**config.mk**
```make
export PLATFORM = sky130hd
export DESIGN_NAME = rccs_top
export DESIGN_NICKNAME = d
export VERILOG_FILES = /design/src/rccs_top.v
export VERILOG_INCLUDE_DIRS = /design/src
export SDC_FILE = /design/constraint.sdc
export NUM_CORES = 1
export LEC_CHECK = 0
export BUFFER_PORTS_ARGS = -buffer_cell sky130_fd_sc_hd__buf_2
export CORE_MARGIN = 2
export CORE_UTILIZATION = 55
export CTS_CLUSTER_DIAMETER = 30
export DETAILED_ROUTE_END_ITERATION = 12
export GPL_ROUTABILITY_DRIVEN = 0
export PLACE_DENSITY = 0.89
export SETUP_SLACK_MARGIN = 0.5
export SLEW_MARGIN = 20
export SYNTH_ARGS = -nofsm -noshare
export SYNTH_HDL_FRONTEND = slang
export SYNTH_SLANG_ARGS = --single-unit
```
**constraint.sdc**
```tcl
create_clock -name clk_i -period 2.7 [get_ports clk_i]
set_clock_uncertainty 0.2 [all_clocks]
set_input_delay 0.27 -clock clk_i [delete_from_list [all_inputs] [get_ports clk_i]]
set_output_delay 0.27 -clock clk_i [all_outputs]
set_load 0.05 [all_outputs]
```
**src/rccs_defs.vh**
```
// Constants for the RC trim and clock switch block
`ifndef RCCS_DEFS_VH
`define RCCS_DEFS_VH
`define RCCS_ADDR_TRIM_HIGH   8'h00
`define RCCS_ADDR_TRIM_LOW    8'h01
`define RCCS_ADDR_TRIM_CTRL   8'h02
`define RCCS_ADDR_SWITCH      8'h03
`define RCCS_ADDR_FACT_HIGH   8'h04
`define RCCS_ADDR_FACT_LOW    8'h05
`define RCCS_ADDR_USER_HIGH   8'h06
`define RCCS_ADDR_USER_LOW    8'h07
`define RCCS_ADDR_OPTIONS     8'h08
`define RCCS_TRIM_RESET       8'hFF
`define RCCS_CTRL_PGM_BIT     0
`define RCCS_CTRL_LAT_BIT     1
`define RCCS_SW_SEL_BIT       0
`define RCCS_SW_RCRDY_BIT     1
`define RCCS_SW_WURDY_BIT     2
`define RCCS_LOW_TRIM_MSB     6
`define RCCS_LOW_TRIM_LSB     5
`define RCCS_WU_WAIT_CYC      3
`define RCCS_RC_WAIT_CYC      8
`define RCCS_INTERNAL_OSC_READY_FLAG_CYC      2
`define RCCS_PGM_CYC          16'h0100
`define RCCS_STARTUP_CLOCK_SELECT_WAKEUP     2'h3
`define RCCS_STARTUP_CLOCK_SELECT_EXT        2'h2
`endif

```
**src/rccs_top.v**
```verilog
// RC oscillator trim registers, user trim store and RC clock switch
`timescale 1ns/1ps
`include "rccs_defs.vh"

// How it works
// - Trim is ten bits: high register plus low register bits 6:5.
// - Any reset returns trim registers to FFh; software reloads them.
// - Factory trim bytes readable, bits 1:0 at positions 6:5, read-only.
// - Programming-port erase or program of factory area is refused.
// - In-circuit programming mode forces internal RC as clock source.
// - While latch bit set, writes to user trim bytes are latched.
// - Setting program bit starts cycle writing latches into user cells.
// - End of programming clears program and latch bits together.
// - Read of user bytes with latch bit set leaves bus undriven.
// - Write to user bytes with latch bit clear is ignored.
// - Reset during programming leaves user cells holding their old contents.
// - Read-out protection blocks user bytes; removal erases both.
// - Two-bit startup select option can choose the wakeup RC.
// - To wakeup RC: drop Internal_osc_ready_flag, hold clock high, wait 3, switch.
// - Back to RC: count 8 on 4-bit counter, drop wakeup flag, count 2 more, raise RC flag, switch.
// - Internal RC stopped while wakeup RC is selected, except in programming mode and during the switch back.
// - RC selected: wakeup RC on when entering auto-wakeup halt.
// - External clock selected: wakeup RC always running.
// - Crystal oscillator kept running during reset.
// - Latch bit cleared by software only with program bit clear; 7:2 zero.
module rccs_top #(
  parameter PGM_CYC = `RCCS_PGM_CYC
) (
  input  wire       clk_i,
  input  wire       rst_i,
  input  wire [7:0] addr_i,
  input  wire [7:0] wdata_i,
  input  wire       wr_i,
  input  wire       rd_i,
  output reg  [7:0] rdata_o,
  output reg        rdata_en_o,
  input  wire       icp_mode_i,
  input  wire       icp_wr_i,
  input  wire [7:0] icp_addr_i,
  input  wire [1:0] startup_clock_select_i,
  input  wire       readout_prot_i,
  input  wire       wakeup_halt_i,
  input  wire       rc_clk_i,
  input  wire       wu_clk_i,
  input  wire [7:0] fact_high_i,
  input  wire [1:0] fact_low_i,
  output wire [9:0] rc_trim_o,
  output reg        sys_clk_o,
  output wire       rc_osc_en_o,
  output wire       wu_osc_en_o,
  output wire       xtal_osc_en_o,
  output wire       icp_refused_o
);

  // ==========================================================
  // Trim registers
  reg [7:0] trim_high_q;
  reg [1:0] trim_low_q;
  reg       lat_q;
  reg       pgm_q;
  reg [15:0] pgm_cnt_q;
  reg [7:0] latch_high_q;
  reg [1:0] latch_low_q;
  reg [7:0] user_high_q;
  reg [1:0] user_low_q;
  reg       prot_q;
  reg       sel_q;

  // ==========================================================
  // Bus decodes
  wire wr_user         = wr_i && (addr_i == `RCCS_ADDR_USER_HIGH ||
                                  addr_i == `RCCS_ADDR_USER_LOW);
  wire ctrl_wr         = wr_i && (addr_i == `RCCS_ADDR_TRIM_CTRL);
  wire lat_wr          = wdata_i[`RCCS_CTRL_LAT_BIT];
  wire pgm_wr          = wdata_i[`RCCS_CTRL_PGM_BIT];
  // Last count of a programming cycle; counter starts at zero
  wire pgm_done        = pgm_q && (pgm_cnt_q == PGM_CYC[15:0] - 16'h0001);
  wire user_rd_blocked = lat_q || prot_q;
  wire user_take       = wr_user && lat_q && !pgm_q && !prot_q;

  assign rc_trim_o = {trim_high_q, trim_low_q};

  always @(posedge clk_i) begin
    if (rst_i) begin
      trim_high_q <= `RCCS_TRIM_RESET;
      trim_low_q  <= 2'h3;
      sel_q       <= 1'b0;
    end else if (wr_i) begin
      if (addr_i == `RCCS_ADDR_TRIM_HIGH) begin
        trim_high_q <= wdata_i;
      end
      if (addr_i == `RCCS_ADDR_TRIM_LOW) begin
        trim_low_q <= wdata_i[`RCCS_LOW_TRIM_MSB:`RCCS_LOW_TRIM_LSB];
      end
      if (addr_i == `RCCS_ADDR_SWITCH) begin
        sel_q <= wdata_i[`RCCS_SW_SEL_BIT];
      end
    end
  end

  // ==========================================================
  // User trim store
  always @(posedge clk_i) begin
    if (rst_i) begin
      lat_q     <= 1'b0;
      pgm_q     <= 1'b0;
      pgm_cnt_q <= 16'h0000;
    end else if (pgm_done) begin
      lat_q     <= 1'b0;
      pgm_q     <= 1'b0;
      pgm_cnt_q <= 16'h0000;
    end else begin
      if (pgm_q) begin
        pgm_cnt_q <= pgm_cnt_q + 16'h0001;
      end
      if (ctrl_wr) begin
        // latch bit cleared only while idle
        if (lat_wr) begin
          lat_q <= 1'b1;
        end else if (!pgm_q) begin
          lat_q <= 1'b0;
        end
        // program start needs latch bit; protection blocks rewrites
        if (pgm_wr && (lat_q || lat_wr) && !prot_q) begin
          pgm_q <= 1'b1;
        end
      end
    end
  end

  // Cells are only set by the final cycle or by protection removal; a reset mid-cycle leaves them as they were
  always @(posedge clk_i) begin
    if (rst_i) begin
      latch_high_q <= 8'h00;
      latch_low_q  <= 2'h0;
      prot_q       <= 1'b0;
    end else begin
      prot_q <= readout_prot_i;
      // capture while latch bit set; ignored when clear
      if (user_take) begin
        if (addr_i == `RCCS_ADDR_USER_HIGH) begin
          latch_high_q <= wdata_i;
        end else begin
          latch_low_q <= wdata_i[`RCCS_LOW_TRIM_MSB:`RCCS_LOW_TRIM_LSB];
        end
      end
    end
  end

  // cells have no reset; an interrupted cycle leaves their contents unchanged
  // No reset branch: the cells stand for storage that outlives a reset
  always @(posedge clk_i) begin
    if (prot_q && !readout_prot_i) begin
      user_high_q <= 8'hFF;
      user_low_q  <= 2'h3;
    end else if (pgm_done) begin
      user_high_q <= latch_high_q;
      user_low_q  <= latch_low_q;
    end
  end

  // refuse programming-port access to factory bytes
  assign icp_refused_o = icp_wr_i &&
    (icp_addr_i == `RCCS_ADDR_FACT_HIGH || icp_addr_i == `RCCS_ADDR_FACT_LOW);

  // ==========================================================
  // Clock switch, sampled in the system domain
  // Oscillator inputs are sampled levels; each phase must span
  // several clk_i cycles or edges are lost
  localparam ST_RC     = 3'h0;
  localparam ST_TO_WU  = 3'h1;
  localparam ST_WU     = 3'h2;
  localparam ST_TO_RC  = 3'h3;
  localparam ST_RC_FLG = 3'h4;

  reg [2:0] st_q;
  reg [3:0] cnt_q;
  reg       rc_rdy_q;
  reg       wu_rdy_q;
  reg       use_wu_q;
  reg       rc_p_q;
  reg       wu_p_q;
  wire      rc_rise = rc_clk_i && !rc_p_q;
  wire      wu_rise = wu_clk_i && !wu_p_q;
  wire      opt_wu  = startup_clock_select_i == `RCCS_STARTUP_CLOCK_SELECT_WAKEUP;
  wire      want_wu = !icp_mode_i && (sel_q || opt_wu);

  always @(posedge clk_i) begin
    if (rst_i) begin
      st_q     <= ST_RC;
      cnt_q    <= 4'h0;
      rc_rdy_q <= 1'b1;
      wu_rdy_q <= 1'b0;
      use_wu_q <= 1'b0;
      // Idle level from the pins, so no false edge after reset
      rc_p_q   <= rc_clk_i;
      wu_p_q   <= wu_clk_i;
    end else begin
      rc_p_q <= rc_clk_i;
      wu_p_q <= wu_clk_i;
      case (st_q)
        ST_RC: begin
          if (want_wu) begin
            rc_rdy_q <= 1'b0;
            cnt_q    <= 4'h0;
            st_q     <= ST_TO_WU;
          end
        end
        ST_TO_WU: begin
          if (wu_rise) begin
            if (cnt_q == `RCCS_WU_WAIT_CYC - 1) begin
              wu_rdy_q <= 1'b1;
              use_wu_q <= 1'b1;
              st_q     <= ST_WU;
            end else begin
              cnt_q <= cnt_q + 4'h1;
            end
          end
        end
        ST_WU: begin
          if (!want_wu) begin
            cnt_q <= 4'h0;
            st_q  <= ST_TO_RC;
          end
        end
        ST_TO_RC: begin
          // eight RC cycles on a 4-bit count
          if (rc_rise) begin
            if (cnt_q == `RCCS_RC_WAIT_CYC - 1) begin
              wu_rdy_q <= 1'b0;
              cnt_q    <= 4'h0;
              st_q     <= ST_RC_FLG;
            end else begin
              cnt_q <= cnt_q + 4'h1;
            end
          end
        end
        ST_RC_FLG: begin
          if (rc_rise) begin
            if (cnt_q == `RCCS_INTERNAL_OSC_READY_FLAG_CYC - 1) begin
              rc_rdy_q <= 1'b1;
              use_wu_q <= 1'b0;
              st_q     <= ST_RC;
            end else begin
              cnt_q <= cnt_q + 4'h1;
            end
          end
        end
        default: st_q <= ST_RC;
      endcase
    end
  end

  // ==========================================================
  // Clock mux
  // Both sources held off while changing
  wire      in_transit = st_q == ST_TO_WU || st_q == ST_TO_RC || st_q == ST_RC_FLG;

  // Switch only on a rising edge; hold high in between, so no runt low
  // Trade-off: one high phase is stretched for the length of the change
  always @(posedge clk_i) begin
    if (rst_i)
      sys_clk_o <= 1'b1;
    else if (in_transit)
      sys_clk_o <= 1'b1;
    else if (use_wu_q)
      sys_clk_o <= wu_clk_i;
    else
      sys_clk_o <= rc_clk_i;
  end

  // ==========================================================
  // Oscillator enables
  // RC stopped when not selected, except while switching back to it
  // programming mode runs the RC at once, not after the switch
  assign rc_osc_en_o = icp_mode_i || !use_wu_q ||
                       st_q == ST_TO_RC || st_q == ST_RC_FLG;
  assign wu_osc_en_o = use_wu_q || st_q == ST_TO_WU || wakeup_halt_i ||
                       startup_clock_select_i == `RCCS_STARTUP_CLOCK_SELECT_EXT;
  // crystal never stopped, reset included
  // No reset term: the resonator must not restart after a reset
  assign xtal_osc_en_o = 1'b1;

  // ==========================================================
  // Read port
  always @(posedge clk_i) begin
    if (rst_i) begin
      rdata_o    <= 8'h00;
      rdata_en_o <= 1'b0;
    end else begin
      rdata_o    <= 8'h00;
      rdata_en_o <= rd_i;
      // Unmapped addresses and reserved bits read zero
      if (rd_i) begin
        case (addr_i)
          `RCCS_ADDR_TRIM_HIGH: rdata_o <= trim_high_q;
          `RCCS_ADDR_TRIM_LOW:  rdata_o <= {1'b0, trim_low_q, 5'h00};
          `RCCS_ADDR_TRIM_CTRL: rdata_o <= {6'h00, lat_q, pgm_q};
          `RCCS_ADDR_SWITCH:    rdata_o <= {5'h00, wu_rdy_q, rc_rdy_q, sel_q};
          `RCCS_ADDR_FACT_HIGH: rdata_o <= fact_high_i;
          `RCCS_ADDR_FACT_LOW:  rdata_o <= {1'b0, fact_low_i, 5'h00};
          `RCCS_ADDR_USER_HIGH: begin
            if (user_rd_blocked) begin
              rdata_en_o <= 1'b0;
            end else begin
              rdata_o <= user_high_q;
            end
          end
          `RCCS_ADDR_USER_LOW: begin
            if (user_rd_blocked) begin
              rdata_en_o <= 1'b0;
            end else begin
              rdata_o <= {1'b0, user_low_q, 5'h00};
            end
          end
          `RCCS_ADDR_OPTIONS: rdata_o <= {5'h00, readout_prot_i, startup_clock_select_i};
          default:            rdata_o <= 8'h00;
        endcase
      end
    end
  end

endmodule

```
Word-level counts from Yosys, hierarchy flattened:

Cells that the tools add are included.

* add/sub/neg operators: 2
* multiply operators: 0
* divide/modulo/power cells: 0
* magnitude comparators: 0
* equal/unequal tests: 31
* shift operators: 0
* muxes and demuxes: 38
* bitwise operators: 2
* reduce and logical (&&, ||, !) cells: 55

Operators with widths (number)
* case mux 8 bit (9 select lines): 1
* == test 8 x 3 -> 1 bit, second input constant: 6
* two-way mux 4 bit: 8
* two-way mux 3 bit: 8
* != test 2 bit, second input constant: 11
* case mux 4 bit (5 select lines): 1
* adder 16 x 1 -> 16 bit, second input constant: 1
* == test 16 x 8 -> 1 bit, second input constant: 1
* == test 8 x 2 -> 1 bit, second input constant: 2
* AND reduction 8 bit: 2
* case mux 3 bit (5 select lines): 1
* two-way mux 1 bit: 14
* AND reduction 2 bit: 7
* logical AND 1 bit: 13
* logical OR 1 bit: 13
* AND reduction 5 bit: 2
* == test 8 x 1 -> 1 bit, second input constant: 1
* == test 8 x 4 -> 1 bit, second input constant: 1
* zero test 8 bit: 1
* two-way mux 8 bit: 1
* OR reduction 2 bit: 4
* zero test 1 bit: 7
* two-way mux 7 bit: 1
* == test 3 x 2 -> 1 bit, second input constant: 2
* 13 further kinds: 19

* register bits after elaboration: 72
* latch bits: 0
* RAM bits: 0
* bits in read-only memories: 0
* memories kept: 0

Logic depth before layout (Yosys ltp):

* depth in word-level cells: 7
* gate-level depth with buffers: 8

Worst setup path before layout:

OpenSTA, ideal clock, no wires.

* path kind: register to register
* from: register pgm_cnt_q[0]
* to: register pgm_cnt_q[7]
* data arrival time: 1634 ps
* setup slack: 752 ps
* cell stages (with the launch flop): 9
* buffers on the path: 2
* clock period less this slack: 1948 ps
* cell sequence: dfxtp_1 -> ha_1 -> nand4_1 -> nor3_1 -> and3_1 -> or2_2 -> buf_2 -> buf_4 -> nor2_1

* word-level cells in the longest chain between the ends: 3

RTL lines
* from (decl): RTL line rccs_top.v:61 `reg [15:0] pgm_cnt_q;`
* from (signal assigned): RTL line rccs_top.v:114 `pgm_cnt_q <= pgm_cnt_q + 16'h0001;`
* branches (longest 3 deep; another with adder 16 x 1 -> 16 bit)

Parallel ways; which one is timed is not known.
A chain may end at the register's enable or synchronous reset.

Worst setup path in the final report:

* from: register st_q[0]
* to: register wu_rdy_q

* word-level cells in the longest chain between the ends: 3

RTL lines
* from (decl): RTL line rccs_top.v:176 `reg [2:0] st_q;`
* from (signal assigned): RTL line rccs_top.v:190 `st_q <= ST_RC;`
* from (signal assigned): RTL line rccs_top.v:206 `st_q <= ST_TO_WU;`
* from (signal assigned): RTL line rccs_top.v:214 `st_q <= ST_WU;`
* == test 3 x 2 -> 1 bit / == test 3 x 1 -> 1 bit (equally long branches): RTL line rccs_top.v:201 `case (st_q)`
* != test 2 bit (no source line) / nonzero test 2 bit (equally long branches)
* AND reduction 5 bit (no source line)
* to (signal assigned): RTL line rccs_top.v:193 `wu_rdy_q <= 1'b0;`
* to (signal assigned): RTL line rccs_top.v:212 `wu_rdy_q <= 1'b1;`
* to (signal assigned): RTL line rccs_top.v:230 `wu_rdy_q <= 1'b0;`
* to (decl): RTL line rccs_top.v:179 `reg wu_rdy_q;`

Several ways; a longest one is shown, not always the timed one.

==> reports/qor.yml <==
maxSlewViolCount: 0
synth_flop_cell: "dfxtp_1"
use_met2: 0.406
rsz0062_at_grt: "no"
grt.busiest_layer: "met2"
status: "completed"
synth_edf_count: 0
wirelength_um: 8960
cp-start-kind: "register"
synth_cell_types: 63
dieArea_mm2: 0.00697
synth_top_area_frac: 0.415
avgSynthCellArea_um2: 8.95
gr-usage-met1: 0.322
cts_made_buffers: 9
r2r-end: "wu_rdy_q$_SDFFE_PP0P_"
synth_seq_cells: 72
setup_viol: 0
timing.final.hold_violations: 0
remaining_drc_errors: 0
fin_hold_ws_ps: 32.4
antennaDiodeCount: 0
drtPass1Iterations: 5
crit_type: "reg -> reg"
final_nets: 516
crit_required_ps: 2740
max_slew_margin: 0.606
dp_slack_ps: 435
max_freq_mhz: 458
port_buffers: 67
syn_inst: 388
die_y_um: 83.5
worst_slew_pin_slew_ps: 586
dp.final_hpwl_um: 5920
setup_ws_ps: 516
grt_pass1_vias: 3092
pin_count: 70
p_per_area_mw_per_mm2: 629
postRouteAntennaNets: 0
yosys-top-cells-area: "dfxtp_1 (41%), mux2i_1 (7.2%), nor2_1 (4.9%)"
syn2layout_area_growth_pct: 22.0
cts_tree: "yes"
cts_max_level: 3
vdd_drop_max_uv: 715
reg2reg_slack_ps: 520
holdPathEnd: "lat_q$_SDFFE_PP0P_"
yosysMostFrequentCell: "dfxtp_1"
path_max_fanout: 8
hold_path.startpoint: "wdata_i[1]"
cap_violations: 0
yosys_warnings: 0
fin_tns_setup_ps: 0
power_leakage_nw: 1.70
grt_use_met3: 0.0584
wl_per_cell_um: 16.4
fp-row-count: 28
drive_gt1_frac: 0.257
r2r_cells: 6
hp-class: "in -> reg"
grtUsageTotal: 0.251
netlist_area_mm2: 0.00347
arrival_ps: 2230
yosysSeqAreaShare: 0.415
initial_core_util: 0.576
cts_num_sinks: 72
power_mw: 2.66
synth_top_area_cell: "dfxtp_1"
grt_first_pass_wirelength_um: 14300
end_kind: "register"
period_minus_slack_ps: 2180
cts_buffer_depth: 2
r2r_start: "st_q[0]$_SDFFE_PP0P_"
cts-root-buf: "clkbuf_8"
synth_commonest_cells: "dfxtp_1 (72), nor2_1 (45), nand2_1 (37), mux2i_1 (25), nand3_1 (23)"
core_mm2: 0.00603
fin_crit_sh: 0.809
via_per_inst: 6.05
drt_iter0_drc: 296
grt.overflow.total: 0
syn_nets: 438
whs_path_depth: 3
antenna_found_initial: 0
clk_pin_slew_worst_paths_ps: 80
vias: 3306
clock_latency_ps: 350
synthArstFlopShare: 0
fp.dieW_um: 83.5
nFillCells: 434
grt_max_degree: 22
==> routing by layer <==
layer | share of wire | vias to the layer above
met1 | 0.42 | 1572
met5 | 0 | -
met4 | 0.027 | 0
met3 | 0.077 | 30
li1 | - | 1540
met2 | 0.48 | 164
==> final cells by class <==
| class | instances | area [um2] | share of cell area |
|---|---|---|---|
| multi-input cells | 286 | 1920 | 0.452 |
| repair buffers | 88 | 543 | 0.128 |
| clock inverters | 3 | 40.0 | 0.00945 |
| well taps | 75 | 93.8 | 0.0221 |
| flip-flops and latches | 72 | 1450 | 0.343 |
| clock buffers | 13 | 159 | 0.0375 |
| inverters | 9 | 33.8 | 0.00797 |
==> worst max-delay path, stage by stage, from the launching register on <==
cell	delay (ps)
dfxtp_4	360
buf_12	130
or3b_4	420
a21oi_2	270
a31oi_4	100
and4_1	290
mux2_4	300
==> registers in the layout, indices dropped and copies added, names as in the netlist, 2 cells and up <==
register	flops
pgm_cnt_q	16
latch_high_q	8
rdata_o	8
trim_high_q	8
user_high_q	8
cnt_q	4
st_q	3
latch_low_q	2
trim_low_q	2
user_low_q	2
==> logic make-up (layout without fill, tap and decap cells) <==
logic type               count (synthesis)  count (layout)  share of synthesized area
XOR/XNOR                                16              16                     0.0403
adder cells (fa/ha/maj)                  4               4                     0.0144
flip-flops                              72              72                      0.415
other                                    1               1                    0.00108
buffers and inverters                   30             113                     0.0458
multiplexers                            32              32                     0.0958
AO/OA/AOI/OAI                           60              60                      0.123
AND/OR/NAND/NOR                        173             173                      0.264
==> placed cells by master, fill, tap and decap left out, types with 3 or more instances in the layout <==
cell type      netlist  final
a21oi_1             12     12
a22o_1               4      4
a22oi_1              8      8
a31oi_1              3      3
and2_1               4      3
and3_1               7      7
buf_2                4     66
buf_4                5      9
clkbuf_8             0     11
dfxtp_1             72     69
dfxtp_4              0      3
dlygate4sd3_1        0     11
ha_1                 4      4
inv_1                9      8
mux2_2               6      6
mux2i_1             25     25
nand2_1             37     37
nand2b_1             3      3
nand3_1             23     23
nand3b_1             3      3
nand4_1             10     10
nor2_1              45     44
nor2b_1             10      9
nor4_1               7      7
o21a_1               3      3
o21ai_0              5      5
o22ai_1              3      3
o31ai_1              4      4
xnor2_1              7      7
xor2_1               9      9
==> metrics by stage <==
stage	area [um2]	utilization	instances
after floorplan	3470	-	388
after global placement	3820	0.634	515
after detailed placement	3820	0.634	515
after CTS	4160	0.691	542
after global routing	4240	0.703	546
final	4240	0.703	546
==> power by group <==
part | leakage, nW | internal (mW) | switching (mW)
Combinational | 1.01 | 0.261 | 0.379
Clock | 0.103 | 0.475 | 0.398
Sequential | 0.585 | 1.10 | 0.0466
==> worst max-delay path by stage <==
stage                               from                           end  slack, ps  depth (start not counted)
5_1_grt               pgm_q$_SDFFE_PP0P_    pgm_cnt_q[13]$_SDFFE_PP0P_        500                          6
2_1_floorplan  pgm_cnt_q[0]$_SDFFE_PP0P_     pgm_cnt_q[7]$_SDFFE_PP0P_        750                          8
6_report            st_q[0]$_SDFFE_PP0P_         wu_rdy_q$_SDFFE_PP0P_        520                          6
4_1_cts             st_q[0]$_SDFFE_PP0P_                   wu_osc_en_o        470                          4
3_5_place_dp                   addr_i[5]  latch_high_q[1]$_SDFFE_PP0P_        440                          6
3_3_place_gp                   addr_i[5]  latch_high_q[5]$_SDFFE_PP0P_        430                          6
==> timing repair <==
item	CTS	global route
setup buffers	0	4
hold buffers	11	0
cloned	0	0
resized for setup	11	8
endpoints found under the setup margin	7	19
pin swaps	0	2
endpoints found under the hold margin	16	0
Power figures use the tool's default switching activity.
